==> config.mk <==
export PLATFORM = sky130hd
export DESIGN_NAME = stage_speed_sequencer
export DESIGN_NICKNAME = d
export VERILOG_FILES = /design/src/include/stage_speed_pkg.sv /design/src/design/contact_debounce.sv /design/src/design/tick_timer.sv /design/src/design/stage_speed_sequencer.sv
export VERILOG_INCLUDE_DIRS = /design/src /design/src/include
export SDC_FILE = /design/constraint.sdc
export NUM_CORES = 2
export LEC_CHECK = 0
export BUFFER_PORTS_ARGS = -buffer_cell sky130_fd_sc_hd__buf_4
export CAP_MARGIN = 40
export CORE_ASPECT_RATIO = 1.25
export CORE_UTILIZATION = 50
export CTS_CLUSTER_DIAMETER = 30
export DETAILED_ROUTE_END_ITERATION = 12
export PLACE_DENSITY = 0.68
export SLEW_MARGIN = 30
export SYNTH_ARGS = -nofsm -noshare
export SYNTH_HDL_FRONTEND = slang
export SYNTH_SLANG_ARGS = --single-unit
export TNS_END_PERCENT = 1
==> constraint.sdc <==
create_clock -name pclk -period 3.9 [get_ports pclk]
set_input_delay 0.78 -clock pclk [delete_from_list [all_inputs] [get_ports pclk]]
set_output_delay 0.78 -clock pclk [all_outputs]
set_load 0.01 [all_outputs]
==> src/include/stage_speed_defs.svh <==
`ifndef STAGE_SPEED_DEFS_SVH
`define STAGE_SPEED_DEFS_SVH

// ****************************************************************
// Clock and timing
// ****************************************************************
`define CLK_PERIOD_NS 8
`define DEBOUNCE_TIME_US 10000
`define DEBOUNCE_CYCLES ((`DEBOUNCE_TIME_US * 1000 + `CLK_PERIOD_NS - 1) / `CLK_PERIOD_NS)
`define TICK_TIME_US 100000
`define TICK_CYCLES ((`TICK_TIME_US * 1000 + `CLK_PERIOD_NS - 1) / `CLK_PERIOD_NS)

// ****************************************************************
// Register byte offsets
// ****************************************************************
`define OFS_CTRL 12'h000
`define OFS_REPEAT 12'h004
`define OFS_DEAD 12'h008
`define OFS_BASE_FREQ 12'h00C
`define OFS_BASE_RAMP 12'h010
`define OFS_STATUS 12'h014
`define OFS_STAGE_BASE 4'h1
`define STAGE_SUB_FREQ 2'h0
`define STAGE_SUB_RAMP 2'h1
`define STAGE_SUB_RUN 2'h2
`define STAGE_SUB_WAIT 2'h3

// ****************************************************************
// Control field positions
// ****************************************************************
`define CTRL_SUBMODE_LSB 0
`define CTRL_RUNSRC_BIT 2
`define CTRL_KDIR_BIT 3
`define CTRL_LAST_LSB 4
`define CTRL_ENDACT_BIT 7
`define STAGE_DIR_BIT 16

// ****************************************************************
// Reset values and stage count
// ****************************************************************
`define RST_SUBMODE 2'h0
`define RST_LAST_STAGE 3'h7
`define RST_REPEAT 16'h0001
`define RST_DEAD 16'h0000
`define RST_WORD16 16'h0000
`define STAGE_COUNT 7

`endif

==> src/include/stage_speed_pkg.sv <==
package stage_speed_pkg;

    // Stage-select sub-modes
    typedef enum logic [1:0] {
        SUB_SEVEN = 2'b00,
        SUB_AUTO = 2'b01,
        SUB_EIGHT = 2'b10,
        SUB_OTHER = 2'b11
    } submode_e;

    // Automatic cycling states
    typedef enum logic [2:0] {
        C_IDLE = 3'b000,
        C_RUN = 3'b001,
        C_WAIT = 3'b010,
        C_DEAD = 3'b011,
        C_HOLD = 3'b100
    } cyc_state_e;

    // Stored parameters of one speed stage
    typedef struct packed {
        logic [15:0] freq;
        logic [15:0] accel;
        logic [15:0] decel;
        logic [15:0] run_time;
        logic [15:0] wait_time;
        logic dir;
    } stage_s;

    // Command handed to the ramp generator
    typedef struct packed {
        logic run;
        logic dir;
        logic [15:0] freq;
        logic [15:0] accel;
        logic [15:0] decel;
    } drive_cmd_s;

endpackage

==> src/design/contact_debounce.sv <==
`timescale 1ns/10ps
`default_nettype none
`include "stage_speed_defs.svh"

// Synchronises the three contacts, inverts them (closed = 1) and
// accepts a new code only after the inputs have differed from the accepted code for the hold time
module contact_debounce #(
    parameter int unsigned HOLD_CYCLES = `DEBOUNCE_CYCLES
) (
    input wire logic pclk,
    input wire logic presetn,
    input wire logic [2:0] contact_n,
    output logic [2:0] code
);

    logic [2:0] meta_r;
    logic [2:0] sync_r;
    logic [2:0] code_r;
    logic [20:0] cnt_r;
    logic [20:0] cnt_nxt;
    logic differ;

    // Closed contact pulls the pin low, so invert before use
    assign differ = (sync_r != code_r);
    assign cnt_nxt = differ ? cnt_r + 21'h000001 : 21'h000000;
    assign code = code_r;

    // ****************************************************************
    // Two-stage synchroniser and stability counter
    // ****************************************************************
    always_ff @(posedge pclk or negedge presetn) begin
        if (!presetn) begin
            meta_r <= 3'h0;
            sync_r <= 3'h0;
            code_r <= 3'h0;
            cnt_r <= 21'h000000;
        end else begin
            meta_r <= ~contact_n;
            sync_r <= meta_r;
            cnt_r <= cnt_nxt;
            if (differ && cnt_r >= 21'(HOLD_CYCLES - 1)) begin
                code_r <= sync_r;
                cnt_r <= 21'h000000;
            end
        end
    end

endmodule // contact_debounce

`default_nettype wire

==> src/design/tick_timer.sv <==
`timescale 1ns/10ps
`default_nettype none
`include "stage_speed_defs.svh"

// Counts a loaded number of 0.1 s ticks and pulses expired once
module tick_timer #(
    parameter int unsigned TICK = `TICK_CYCLES
) (
    input wire logic pclk,
    input wire logic presetn,
    input wire logic start,
    input wire logic abort,
    input wire logic [15:0] load,
    output logic expired
);

    logic busy_r;
    logic [23:0] pre_r;
    logic [15:0] left_r;
    logic expired_r;
    logic tick;

    assign tick = (pre_r == 24'(TICK - 1));
    assign expired = expired_r;

    // ****************************************************************
    // Prescaler and tick countdown
    // ****************************************************************
    always_ff @(posedge pclk or negedge presetn) begin
        if (!presetn) begin
            busy_r <= 1'b0;
            pre_r <= 24'h000000;
            left_r <= 16'h0000;
            expired_r <= 1'b0;
        end else begin
            expired_r <= 1'b0;
            if (abort) begin
                busy_r <= 1'b0;
            end else if (start) begin
                busy_r <= 1'b1;
                pre_r <= 24'h000000;
                left_r <= load;
            end else if (busy_r) begin
                // A zero load expires at once rather than wrapping
                if (left_r == 16'h0000) begin
                    busy_r <= 1'b0;
                    expired_r <= 1'b1;
                end else if (tick) begin
                    pre_r <= 24'h000000;
                    left_r <= left_r - 16'h0001;
                end else begin
                    pre_r <= pre_r + 24'h000001;
                end
            end
        end
    end

endmodule // tick_timer

`default_nettype wire

==> src/design/stage_speed_sequencer.sv <==
`timescale 1ns/10ps
`default_nettype none
`include "stage_speed_defs.svh"

// Function
// - Sub-mode value 0 seven-speed, 1 automatic cycling, 2 eight-speed.
// - Seven-speed: code 0 stops, codes 1 to 7 pick stored stages.
// - A contact closed to common return reads 1, open reads 0.
// - Stage sets ramps, frequency and direction; terminal source sets direction in manual modes.
// - Cycling runs each stage for its duration, then advances.
// - Cycling continues until stop or the repeat count is reached.
// - Cycling spans stage one to a configurable last stage, at most 7.
// - After the last cycle stop if end action is 0, else hold.
// - Cycling starts by run key or terminal, ends by stop or count.
// - Zero wait time moves straight to the next stage unless the direction changes.
// - Non-zero wait time stops, waits, then starts the next stage.
// - Direction change stops and applies the dead time first.
// - Eight-speed: code 0 uses base settings, codes 1 to 7 stages.
module stage_speed_sequencer
    import stage_speed_pkg::*;
#(
    parameter int unsigned HOLD_CYCLES = `DEBOUNCE_CYCLES,
    parameter int unsigned TICK = `TICK_CYCLES
) (
    input wire logic pclk,
    input wire logic presetn,
    input wire logic psel,
    input wire logic penable,
    input wire logic pwrite,
    input wire logic [11:0] paddr,
    input wire logic [31:0] pwdata,
    output logic [31:0] prdata,
    output logic pready,
    output logic pslverr,
    input wire logic prog_input_one_n,
    input wire logic prog_input_two_n,
    input wire logic prog_input_three_n,
    input wire logic keypad_run_key,
    input wire logic keypad_stop_key,
    input wire logic terminal_run,
    input wire logic terminal_stop,
    input wire logic forward_run_input,
    input wire logic reverse_run_input,
    output drive_cmd_s drive_cmd,
    output logic new_target
);

    // ****************************************************************
    // Helper functions
    // ****************************************************************
    // Keeps the last cycled stage within 2..7 and returns its index
    function automatic logic [2:0] last_index(input logic [2:0] v);
        if (v < 3'h2) begin
            return 3'h1;
        end
        return v - 3'h1;
    endfunction

    // Builds a running command from a stored stage
    function automatic drive_cmd_s from_stage(input stage_s s, input logic dir);
        drive_cmd_s c;
        c.run = 1'b1;
        c.dir = dir;
        c.freq = s.freq;
        c.accel = s.accel;
        c.decel = s.decel;
        return c;
    endfunction

    // ****************************************************************
    // Registers
    // ****************************************************************
    logic [1:0] submode_r;
    logic runsrc_r;
    logic kdir_r;
    logic [2:0] last_r;
    logic endact_r;
    logic [15:0] repeat_r;
    logic [15:0] dead_r;
    logic [15:0] base_freq_r;
    logic [15:0] base_accel_r;
    logic [15:0] base_decel_r;
    stage_s st_mem [0:`STAGE_COUNT-1];
    logic [31:0] prdata_r;
    logic pready_r;
    logic pslverr_r;
    drive_cmd_s drive_r;
    drive_cmd_s drive_nxt;
    logic new_target_r;
    cyc_state_e state_r;
    cyc_state_e state_nxt;
    logic [2:0] stage_r;
    logic [2:0] stage_nxt;
    logic [15:0] cycles_r;
    logic [15:0] cycles_nxt;
    logic man_run_r;
    logic [2:0] prev_code_r;
    logic run_prev_r;
    logic stop_prev_r;

    // ****************************************************************
    // APB decode
    // ****************************************************************
    logic setup;
    logic wr_en;
    logic stage_hit;
    logic [2:0] st_idx;
    logic [1:0] st_sub;
    logic hit;
    logic [31:0] rd_word;
    stage_s rd_st;

    assign setup = psel && !penable;
    assign wr_en = psel && penable && pready_r && pwrite && hit;
    assign st_idx = paddr[6:4];
    assign st_sub = paddr[3:2];
    assign stage_hit = (paddr[11:8] == `OFS_STAGE_BASE) && (paddr[7] == 1'b0)
                       && (st_idx != 3'h7) && (paddr[1:0] == 2'h0);
    assign hit = stage_hit || (paddr == `OFS_CTRL) || (paddr == `OFS_REPEAT)
                 || (paddr == `OFS_DEAD) || (paddr == `OFS_BASE_FREQ)
                 || (paddr == `OFS_BASE_RAMP) || (paddr == `OFS_STATUS);
    assign rd_st = st_mem[(st_idx == 3'h7) ? 3'h0 : st_idx];

    // Read multiplexer; unmapped addresses read as zero
    always_comb begin
        rd_word = 32'h00000000;
        if (stage_hit) begin
            case (st_sub)
                `STAGE_SUB_FREQ: rd_word = {16'h0000, rd_st.freq};
                `STAGE_SUB_RAMP: rd_word = {rd_st.decel, rd_st.accel};
                `STAGE_SUB_RUN: rd_word = {15'h0000, rd_st.dir, rd_st.run_time};
                default: rd_word = {16'h0000, rd_st.wait_time};
            endcase
        end else begin
            case (paddr)
                `OFS_CTRL: rd_word = {24'h000000, endact_r, last_r, kdir_r,
                                      runsrc_r, submode_r};
                `OFS_REPEAT: rd_word = {16'h0000, repeat_r};
                `OFS_DEAD: rd_word = {16'h0000, dead_r};
                `OFS_BASE_FREQ: rd_word = {16'h0000, base_freq_r};
                `OFS_BASE_RAMP: rd_word = {base_decel_r, base_accel_r};
                `OFS_STATUS: rd_word = {cycles_r, 7'h00, drive_r.dir,
                                        drive_r.run, 1'b0, state_r, stage_r};
                default: rd_word = 32'h00000000;
            endcase
        end
    end

    // ****************************************************************
    // Run and stop commands
    // ****************************************************************
    logic run_lvl;
    logic stop_lvl;
    logic run_cmd;
    logic stop_cmd;
    logic [2:0] code;
    logic term_dir;

    // Only the selected command source is obeyed
    assign run_lvl = runsrc_r ? terminal_run : keypad_run_key;
    assign stop_lvl = runsrc_r ? terminal_stop : keypad_stop_key;
    assign run_cmd = run_lvl && !run_prev_r && !stop_lvl;
    assign stop_cmd = stop_lvl && !stop_prev_r;
    assign term_dir = reverse_run_input && !forward_run_input;

    contact_debounce #(
        .HOLD_CYCLES(HOLD_CYCLES)
    ) u_debounce (
        .pclk(pclk),
        .presetn(presetn),
        .contact_n({prog_input_three_n, prog_input_two_n, prog_input_one_n}),
        .code(code)
    );

    // ****************************************************************
    // Automatic cycling
    // ****************************************************************
    stage_s cur_st;
    stage_s nxt_st;
    logic [2:0] last_idx;
    logic [2:0] next_idx;
    logic wrap;
    logic done_all;
    logic dir_flip;
    logic tmr_start;
    logic [15:0] tmr_load;
    logic tmr_expired;
    logic auto_mode;

    assign auto_mode = (submode_r == SUB_AUTO);
    assign cur_st = st_mem[stage_r];
    assign last_idx = last_index(last_r);
    assign wrap = (stage_r >= last_idx);
    assign next_idx = wrap ? 3'h0 : stage_r + 3'h1;
    assign nxt_st = st_mem[next_idx];
    // Repeat count zero means cycle without end
    assign done_all = wrap && (repeat_r != 16'h0000)
                      && (cycles_r + 16'h0001 >= repeat_r);
    assign dir_flip = (nxt_st.dir != cur_st.dir);

    tick_timer #(
        .TICK(TICK)
    ) u_timer (
        .pclk(pclk),
        .presetn(presetn),
        .start(tmr_start),
        .abort(stop_cmd || !auto_mode),
        .load(tmr_load),
        .expired(tmr_expired)
    );

    // Next state of the cycling sequence and its timer request
    always_comb begin
        state_nxt = state_r;
        stage_nxt = stage_r;
        cycles_nxt = cycles_r;
        tmr_start = 1'b0;
        tmr_load = 16'h0000;
        if (!auto_mode || stop_cmd) begin
            state_nxt = C_IDLE;
        end else begin
            case (state_r)
                C_IDLE: begin
                    if (run_cmd) begin
                        state_nxt = C_RUN;
                        stage_nxt = 3'h0;
                        cycles_nxt = 16'h0000;
                        tmr_start = 1'b1;
                        tmr_load = st_mem[0].run_time;
                    end
                end
                C_RUN: begin
                    if (tmr_expired) begin
                        if (wrap) begin
                            cycles_nxt = cycles_r + 16'h0001;
                        end
                        if (done_all) begin
                            state_nxt = endact_r ? C_HOLD : C_IDLE;
                        end else if (cur_st.wait_time != 16'h0000) begin
                            state_nxt = C_WAIT;
                            tmr_start = 1'b1;
                            tmr_load = cur_st.wait_time;
                        end else if (dir_flip) begin
                            state_nxt = C_DEAD;
                            tmr_start = 1'b1;
                            tmr_load = dead_r;
                        end else begin
                            state_nxt = C_RUN;
                            stage_nxt = next_idx;
                            tmr_start = 1'b1;
                            tmr_load = nxt_st.run_time;
                        end
                    end
                end
                C_WAIT: begin
                    if (tmr_expired && dir_flip) begin
                        state_nxt = C_DEAD;
                        tmr_start = 1'b1;
                        tmr_load = dead_r;
                    end else if (tmr_expired) begin
                        state_nxt = C_RUN;
                        stage_nxt = next_idx;
                        tmr_start = 1'b1;
                        tmr_load = nxt_st.run_time;
                    end
                end
                C_DEAD: begin
                    if (tmr_expired) begin
                        state_nxt = C_RUN;
                        stage_nxt = next_idx;
                        tmr_start = 1'b1;
                        tmr_load = nxt_st.run_time;
                    end
                end
                C_HOLD: state_nxt = C_HOLD;
                default: state_nxt = C_IDLE;
            endcase
        end
    end

    // ****************************************************************
    // Drive command selection
    // ****************************************************************
    stage_s code_st;
    logic stage_dir;

    assign code_st = st_mem[(code == 3'h0) ? 3'h0 : code - 3'h1];

    // Terminal control overrides the stored stage direction in seven- and eight-speed modes
    always_comb begin
        drive_nxt = '0;
        stage_dir = runsrc_r ? term_dir : code_st.dir;
        case (submode_r)
            SUB_SEVEN: begin
                if (man_run_r && code != 3'h0) begin
                    drive_nxt = from_stage(code_st, stage_dir);
                end
            end
            SUB_EIGHT: begin
                if (man_run_r && code == 3'h0) begin
                    drive_nxt.run = 1'b1;
                    drive_nxt.dir = runsrc_r ? term_dir : kdir_r;
                    drive_nxt.freq = base_freq_r;
                    drive_nxt.accel = base_accel_r;
                    drive_nxt.decel = base_decel_r;
                end else if (man_run_r) begin
                    drive_nxt = from_stage(code_st, stage_dir);
                end
            end
            SUB_AUTO: begin
                // Wait and dead time keep the output stopped
                if (state_r == C_RUN || state_r == C_HOLD) begin
                    drive_nxt = from_stage(cur_st, cur_st.dir);
                end
            end
            default: drive_nxt = '0;
        endcase
    end

    // ****************************************************************
    // Configuration registers and stage store
    // ****************************************************************
    always_ff @(posedge pclk or negedge presetn) begin
        if (!presetn) begin
            submode_r <= `RST_SUBMODE;
            runsrc_r <= 1'b0;
            kdir_r <= 1'b0;
            last_r <= `RST_LAST_STAGE;
            endact_r <= 1'b0;
            repeat_r <= `RST_REPEAT;
            dead_r <= `RST_DEAD;
            base_freq_r <= `RST_WORD16;
            base_accel_r <= `RST_WORD16;
            base_decel_r <= `RST_WORD16;
            for (int i = 0; i < `STAGE_COUNT; i++) begin
                st_mem[i] <= '0;
            end
        end else if (wr_en && stage_hit) begin
            case (st_sub)
                `STAGE_SUB_FREQ: st_mem[st_idx].freq <= pwdata[15:0];
                `STAGE_SUB_RAMP: begin
                    st_mem[st_idx].accel <= pwdata[15:0];
                    st_mem[st_idx].decel <= pwdata[31:16];
                end
                `STAGE_SUB_RUN: begin
                    st_mem[st_idx].run_time <= pwdata[15:0];
                    st_mem[st_idx].dir <= pwdata[`STAGE_DIR_BIT];
                end
                default: st_mem[st_idx].wait_time <= pwdata[15:0];
            endcase
        end else if (wr_en) begin
            case (paddr)
                `OFS_CTRL: begin
                    submode_r <= pwdata[`CTRL_SUBMODE_LSB +: 2];
                    runsrc_r <= pwdata[`CTRL_RUNSRC_BIT];
                    kdir_r <= pwdata[`CTRL_KDIR_BIT];
                    last_r <= pwdata[`CTRL_LAST_LSB +: 3];
                    endact_r <= pwdata[`CTRL_ENDACT_BIT];
                end
                `OFS_REPEAT: repeat_r <= pwdata[15:0];
                `OFS_DEAD: dead_r <= pwdata[15:0];
                `OFS_BASE_FREQ: base_freq_r <= pwdata[15:0];
                `OFS_BASE_RAMP: begin
                    base_accel_r <= pwdata[15:0];
                    base_decel_r <= pwdata[31:16];
                end
                default: repeat_r <= repeat_r;
            endcase
        end
    end

    // ****************************************************************
    // Sequencer, bus answer and output flops
    // ****************************************************************
    always_ff @(posedge pclk or negedge presetn) begin
        if (!presetn) begin
            prdata_r <= 32'h00000000;
            pready_r <= 1'b0;
            pslverr_r <= 1'b0;
            state_r <= C_IDLE;
            stage_r <= 3'h0;
            cycles_r <= 16'h0000;
            man_run_r <= 1'b0;
            run_prev_r <= 1'b0;
            stop_prev_r <= 1'b0;
            prev_code_r <= 3'h0;
            drive_r <= '0;
            new_target_r <= 1'b0;
        end else begin
            // No wait state: answer is ready in the first access cycle
            pready_r <= setup;
            pslverr_r <= setup && !hit;
            if (setup) begin
                prdata_r <= rd_word;
            end
            state_r <= state_nxt;
            stage_r <= stage_nxt;
            cycles_r <= cycles_nxt;
            run_prev_r <= run_lvl;
            stop_prev_r <= stop_lvl;
            if (stop_cmd) begin
                man_run_r <= 1'b0;
            end else if (run_cmd) begin
                man_run_r <= 1'b1;
            end
            prev_code_r <= code;
            drive_r <= drive_nxt;
            new_target_r <= (code != prev_code_r && !auto_mode)
                            || (stage_nxt != stage_r);
        end
    end

    assign prdata = prdata_r;
    assign pready = pready_r;
    assign pslverr = pslverr_r;
    assign drive_cmd = drive_r;
    assign new_target = new_target_r;

endmodule // stage_speed_sequencer

`default_nettype wire

Word level (Yosys, flattened, before mapping)
Index checks and enable logic that the tools add are counted.
- $add $sub $neg: 7
- magnitude comparators: 10
- equal/unequal tests: 27
- muxes and demuxes: 107
- bitwise operators: 9
- reduce and logical (&&, ||, !) cells: 61
- operators with widths (cell ; count):
    567-bit bitwise mux ; 6
    567-bit one-hot mux with 3 select lines ; 1
    81-bit demux with 3-bit select ; 6
    81-bit binary-select mux with 3-bit select ; 4
    81-bit two-way mux ; 7
    16-bit two-way mux ; 14
    50-bit two-way mux ; 4
    32-bit one-hot mux with 6 select lines ; 1
    50-bit one-hot mux with 3 select lines ; 1
    33-bit two-way mux ; 3
    24-bit two-way mux ; 4
    32-bit one-hot mux with 3 select lines ; 1
    65-bit two-way mux ; 1
    16-bit one-hot mux with 4 select lines ; 1
    3-bit two-way mux ; 20
    49-bit two-way mux ; 1
    21-bit two-way mux ; 2
    32-bit two-way mux ; 1
    16-bit one-hot mux with 2 select lines ; 1
    16-bit nonzero test ; 2
    24-bit by 1-bit adder with 24-bit output (second input constant) ; 1
    12-bit by 4-bit == test with 1-bit output (second input constant) ; 2
    12-bit by 5-bit == test with 1-bit output (second input constant) ; 2
    24-bit == test (second input constant) ; 1
    other kinds (47) ; 134
- bits in registers: 840
- bits of input ports: 58
- word-level logic and storage cells: 297

Logic depth before layout (Yosys ltp)
- depth in word-level cells: 18
- gate-level depth with buffers: 17
- mapped depth without buffers: 16

By module
From an unflattened synthesis, not the netlist that was laid out.
- cells, all modules: 4647
- area, all modules: 48487.8 um^2
- by module, submodules not included (module ; instances ; cells an instance ; area each (um^2)):
    stage_speed_sequencer ; 1 ; 4213 ; 44411.3
    tick_timer ; 1 ; 300 ; 2633.8
    contact_debounce ; 1 ; 134 ; 1442.6

Worst setup path after synthesis
Ideal clock, no wire load.
- path kind: reg2reg
- start point: reg stage_r[0]
- end point: reg u_timer.left_r[10]
- library setup time: 0.141 ns
- data arrival time: 3.739 ns
- required time: 3.759 ns
- path slack: 0.020 ns
- cell stages (with the launch flop): 17
- buffers on the path: 6
- path through: dfrtp_1 -> buf_4 -> inv_2 -> clkbuf_1 -> clkbuf_1 -> buf_1 -> ha_1 -> nand2b_1 -> a21oi_1 -> buf_2 -> mux2i_1 -> a31oi_1 -> xor2_1 -> buf_2 -> mux2_2 -> nand2_1 -> a31oi_1
- cells in the longest elaborated chain, start to end: 13
- RTL lines (item ; line ; source):
    start, declared ; stage_speed_sequencer.sv:92 ; logic [2:0] stage_r;
    start signal, assigned ; stage_speed_sequencer.sv:397 ; stage_r <= stage_nxt;
    3-bit by 1-bit adder with 3-bit output / 3-bit greater-or-equal comparator (equally long branches) ; stage_speed_sequencer.sv:194, stage_speed_sequencer.sv:193 ;
    3-bit two-way mux ; stage_speed_sequencer.sv:194 ; assign next_idx = wrap ? 3'h0 : stage_r + 3'h1;
    3-bit NOT with 4-bit output (not written as such) ; stage_speed_sequencer.sv:195 ; assign nxt_st = st_mem[next_idx];
    81-bit binary-select mux with 3-bit select ; stage_speed_sequencer.sv:195 ;
    33-bit two-way mux (not written as such) (2 in series) ; stage_speed_sequencer.sv:195 ;
    1-bit inequality test ; stage_speed_sequencer.sv:199 ; assign dir_flip = (nxt_st.dir != cur_st.dir);
    1-bit logical AND / 16-bit two-way mux (equally long branches) ; stage_speed_sequencer.sv:256, stage_speed_sequencer.sv:243 ;
    1-bit two-way mux / 16-bit two-way mux (equally long branches) ; stage_speed_sequencer.sv:256, stage_speed_sequencer.sv:239 ;
    1-bit one-hot mux with 4 select lines / 16-bit two-way mux (equally long branches) ; stage_speed_sequencer.sv:222, stage_speed_sequencer.sv:237 ;
    1-bit two-way mux / 16-bit two-way mux (equally long branches) ; stage_speed_sequencer.sv:219, stage_speed_sequencer.sv:233 ;
    2-bit inequality test (no source line) (tied with other cells) ; n/a ;
    4-bit AND reduction (no source line) / 16-bit two-way mux (equally long branches) ; n/a ;
    end signal, assigned ; tick_timer.sv:42 ; left_r <= load;
    end signal, assigned ; tick_timer.sv:50 ; left_r <= left_r - 16'h0001;
    end, declared ; tick_timer.sv:19 ; logic [15:0] left_r;
Several ways; a longest one is shown, not always the timed one. The select of a mux whose other input is x is not followed.
A chain may end at the register's enable or synchronous reset.

Worst setup path in the final report
- start point: reg cycles_r[1]
- end point: reg u_timer.left_r[0]
- cells in the longest elaborated chain, start to end: 9
- RTL lines (item ; line ; source):
    start, declared ; stage_speed_sequencer.sv:94 ; logic [15:0] cycles_r;
    start signal, assigned ; stage_speed_sequencer.sv:398 ; cycles_r <= cycles_nxt;
    16-bit by 1-bit adder with 16-bit output (*) ; stage_speed_sequencer.sv:198 ; && (cycles_r + 16'h0001 >= repeat_r);
    16-bit greater-or-equal comparator (*) ; stage_speed_sequencer.sv:198 ;
    1-bit logical AND (*) ; stage_speed_sequencer.sv:198 ;
    1-bit two-way mux ; stage_speed_sequencer.sv:237 ; if (done_all) begin
    1-bit two-way mux ; stage_speed_sequencer.sv:233 ; if (tmr_expired) begin
    1-bit one-hot mux with 4 select lines ; stage_speed_sequencer.sv:222 ; case (state_r)
    1-bit two-way mux ; stage_speed_sequencer.sv:219 ; if (!auto_mode || stop_cmd) begin
    2-bit inequality test (no source line) / 2-bit nonzero test (equally long branches) ; n/a ;
    4-bit AND reduction (no source line) ; n/a ;
Mark *: on every way between the ends. The rest lies on a longest branch, timed or not.

==> flow_summary_export.csv <==
group,metric,value,unit
critical_path,worst-endpoint-required,4550,ps
yosys,area_of_the_mapped_netlist,47800,um2
power,intPower,20.2,mW
yosys,synth-seq-area-share,0.440,
timing,tightestPinTransition,1020,ps
yosys,synth.ff_latch_count,840,
critical_path,setup_cp_type,"reg2reg",
yosys,syn_inst,4746,
cells_and_area,non_filler_cells_final,6297,
power,p_clk_frac,0.576,
yosys,post_synth_num_cell_types,85,
route,routed_wirelength,196,mm
route,drt_first_pass_iters,8,
route,detailroute.wirelength.met3,22.4,mm
clocking,clk_latency_worst_skew_pair,800,ps
route,routed-via-count,43700,
cells_and_area,final-seq-area,21000,um2
power,power.static_leakage,26.1,nW
route,detail_route.iter0.violations,6308,
critical_path,kind_of_launch_point_of_the_worst_setup_path,"register",
power,switching_share,0.255,
placement,post-place-ws,117,ps
clocking,clkSinkCount,840,
yosys,synth_enable_flop_cells,0,
placement,place_congestion,1.03,
yosys,async_flop_share,1.00,
floorplanning,floorplan.die.height,348,um
outcome,status,"finished, violations left",
cells_and_area,fin_area,57800,um2
route,drc,0,
timing,setup_repair_after_global_routing_missed_its_margin,"yes",
cells_and_area,nNetsFinal,5016,
power,vdd_drop_max,0.489,mV
critical_path,capturing_element_type_of_the_critical_path,"register",
outcome,violations_in_the_final_reports,"negative hold slack",
yosys,synth.yosys.warnings,0,
timing,timing.final.hold_violations,1,
global_routing,wire_length_of_the_first_global_routing_pass,286,mm
clocking,root_buffer,"sky130_fd_sc_hd__clkbuf_16",
power,share_seq_of_total_power,0.351,
clocking,cts_max_level,4,
timing,setup_tns_final,0,ps
yosys,yosys_most_used_dff,"sky130_fd_sc_hd__dfrtp_1",
run,timing.max_cap.violations,0,
yosys,syn_avg_cell_area,10.1,um2
floorplanning,die-width,279,um
cells_and_area,layout-area-overhead-vs-synth,21.0,%
power,power,27.1,mW
global_routing,grt_max_degree,104,
route,avgRoutedWirePerCell,31.2,um
route,top_signal_layer_used,"met5",
clocking,tritoncts_clock_tree,"done",
timing,setup_viol,0,
hold_path,min-delay-path-class,"in2async",
floorplanning,fp.coreArea,94600,um2
global_routing,globalRouteOverflowTotal,0,
global_routing,grt.total_usage,0.403,
floorplanning,count_of_pins_on_the_block_boundary,143,
route,detail-route-antenna-nets,0,
power,power_frac_comb,0.073,
timing,hold_slack,-16.4,ps
timing,final-max-slew-violation-count,0,
timing,final_period_minus_worst_setup_slack,3860,ps
clocking,max-clock-path-buffers,3,
timing,post-route-worst-setup-slack,44.7,ps
yosys,synth_nets,4831,
route,detail_route.vias_per_cell,6.95,
route,wl_met1,68.2,mm
floorplanning,start_util,0.505,
global_routing,number_of_global_route_vias_before_repair,43100,
clocking,cts.reportedPaths.clkPinSlew,50,ps
cells_and_area,fillers,7755,
critical_path,crit_arrival,4510,ps
timing,timing.max_slew.rel_slack,0.311,
route,met2_wire_length,84.9,mm
cells_and_area,multiInputGateArea,25200,um2
floorplanning,die_area,96900,um2
power,p_per_area,468,nW/um2
timing,clock-skew-final,30.6,ps
cells_and_area,final_layout_size_suffix_gt1_frac,0.294,
clocking,cts_buffers,171,
critical_path,crit_fanout,10,
timing,fmax,259,MHz
placement,dpl.cell_count,5967,
placement,dpl.hpwl,126,mm
power,switchingPower,6.91,mW
cells_and_area,finish.utilization,0.612,
timing,period_share,0.989,
placement,post_dp_cell_area,51500,um2
placement,port_buffers,142,
global_routing,number_of_antenna_violations_at_the_first_check_in_global_routing,11,
floorplanning,placementRows,126,
## metal layers
metal / vias up / GRT usage
li1: 18000 / -
met1: 21500 / 0.476
met2: 3251 / 0.591
met3: 965 / 0.117
met4: 10 / 0.371
met5: - / 0
## power by group through the flow
stage / clock, mW / combinational (mW) / sequential [mW]
2_1_floorplan: 0 / 1.09 / 9.44
3_5_place_dp: 0 / 1.90 / 9.60
5_1_grt: 16.1 / 2.12 / 9.53
4_1_cts: 15.7 / 1.91 / 9.47
6_report: 15.6 / 1.98 / 9.51
3_3_place_gp: 0 / 1.87 / 9.60
## timing repair
item | in CTS | in global routing
endpoints found under the setup margin | 0 | 44
hold buffers | 0 | 0
setup buffers | 0 | 5
resized for setup | 0 | 22
## cells by family after synthesis
group                      Yosys count  share of synthesized area
buffers and inverters              460                     0.0382
adders and majority gates           27                    0.00707
AOI/OAI and AO/OA                 1265                      0.169
xor gates and xnor gates            69                     0.0126
and+or+nand+nor                   1220                      0.111
DFF                                840                      0.440
muxes                              865                      0.223
## cells in the mapped netlist (all sizes together), types with 21 or more instances
cell type | instances | area [um2]
nor2 | 300 | 1130
xnor2 | 21 | 184
clkbuf | 309 | 1160
and3 | 26 | 163
mux4 | 99 | 2230
a22o | 59 | 518
a22oi | 92 | 691
nand4 | 22 | 153
dfrtp | 836 | 20900
buf | 111 | 517
a31oi | 79 | 494
o21ai | 422 | 2120
nor3 | 88 | 450
nand2 | 582 | 2180
nor2b | 30 | 188
inv | 39 | 146
ha | 27 | 338
mux2 | 590 | 6650
xor2 | 48 | 420
nand3 | 86 | 435
o22ai | 101 | 632
mux2i | 176 | 1760
a211oi | 21 | 163
o221ai | 46 | 403
a21oi | 225 | 1130
a221oi | 125 | 1090
## cell usage in the layout, fill, tap and decap left out, types with 79 or more instances in the layout
cell type / netlist / final
sky130_fd_sc_hd__nand3_1: 85 / 81
sky130_fd_sc_hd__o21ai_0: 413 / 410
sky130_fd_sc_hd__mux2_2: 580 / 580
sky130_fd_sc_hd__mux4_2: 99 / 99
sky130_fd_sc_hd__buf_4: 4 / 387
sky130_fd_sc_hd__a31oi_1: 79 / 79
sky130_fd_sc_hd__o22ai_1: 101 / 101
sky130_fd_sc_hd__clkbuf_16: 0 / 174
sky130_fd_sc_hd__a221oi_1: 125 / 119
sky130_fd_sc_hd__dfrtp_1: 836 / 833
sky130_fd_sc_hd__a22oi_1: 92 / 92
sky130_fd_sc_hd__a21oi_1: 223 / 221
sky130_fd_sc_hd__nor2_1: 300 / 284
sky130_fd_sc_hd__mux2i_1: 176 / 176
sky130_fd_sc_hd__nand2_1: 582 / 574
sky130_fd_sc_hd__nor3_1: 86 / 86
## worst max-delay path: stages (launching register included)
cell	delay [ps]
sky130_fd_sc_hd__dfrtp_1	420
sky130_fd_sc_hd__buf_4	140
sky130_fd_sc_hd__nand2_1	40
sky130_fd_sc_hd__nor2_1	130
sky130_fd_sc_hd__and3_1	190
sky130_fd_sc_hd__and3_1	190
sky130_fd_sc_hd__and3_1	200
sky130_fd_sc_hd__and3_4	200
sky130_fd_sc_hd__nand3_1	120
sky130_fd_sc_hd__xnor2_2	200
sky130_fd_sc_hd__ha_4	290
sky130_fd_sc_hd__nand4_1	150
sky130_fd_sc_hd__a211oi_2	270
sky130_fd_sc_hd__o31ai_2	100
sky130_fd_sc_hd__buf_6	160
sky130_fd_sc_hd__and3_1	190
sky130_fd_sc_hd__buf_4	170
sky130_fd_sc_hd__and3_1	200
sky130_fd_sc_hd__a221oi_1	230
sky130_fd_sc_hd__a31oi_1	120
## final timing paths
kind	from	end	slack, ps	cells after the start
max	cycles_r[1]	u_timer.left_r[0]	40	19
min in group pclk	prog_input_three_n	u_debounce.meta_r[2]	140	2
max in group asynchronous	presetn	async pin	2770	2
min	presetn	u_timer.pre_r[15]	-20	1
max reg2reg	cycles_r[1]	u_timer.left_r[0]	40	19
min reg2reg	u_debounce.meta_r[0]	u_debounce.sync_r[0]	340	0
## cell type report
cell class,instances,share of cell area
Clock inverter,103,0.0252
Timing Repair Buffer,432,0.0645
Sequential cell,840,0.364
Antenna cell,5,0.000216
Inverter,40,0.00262
Clock buffer,215,0.0810
Multi-Input combinational cell,3446,0.436
Tap cell,1216,0.0263
No activity file was read; power rests on OpenSTA's default activity.
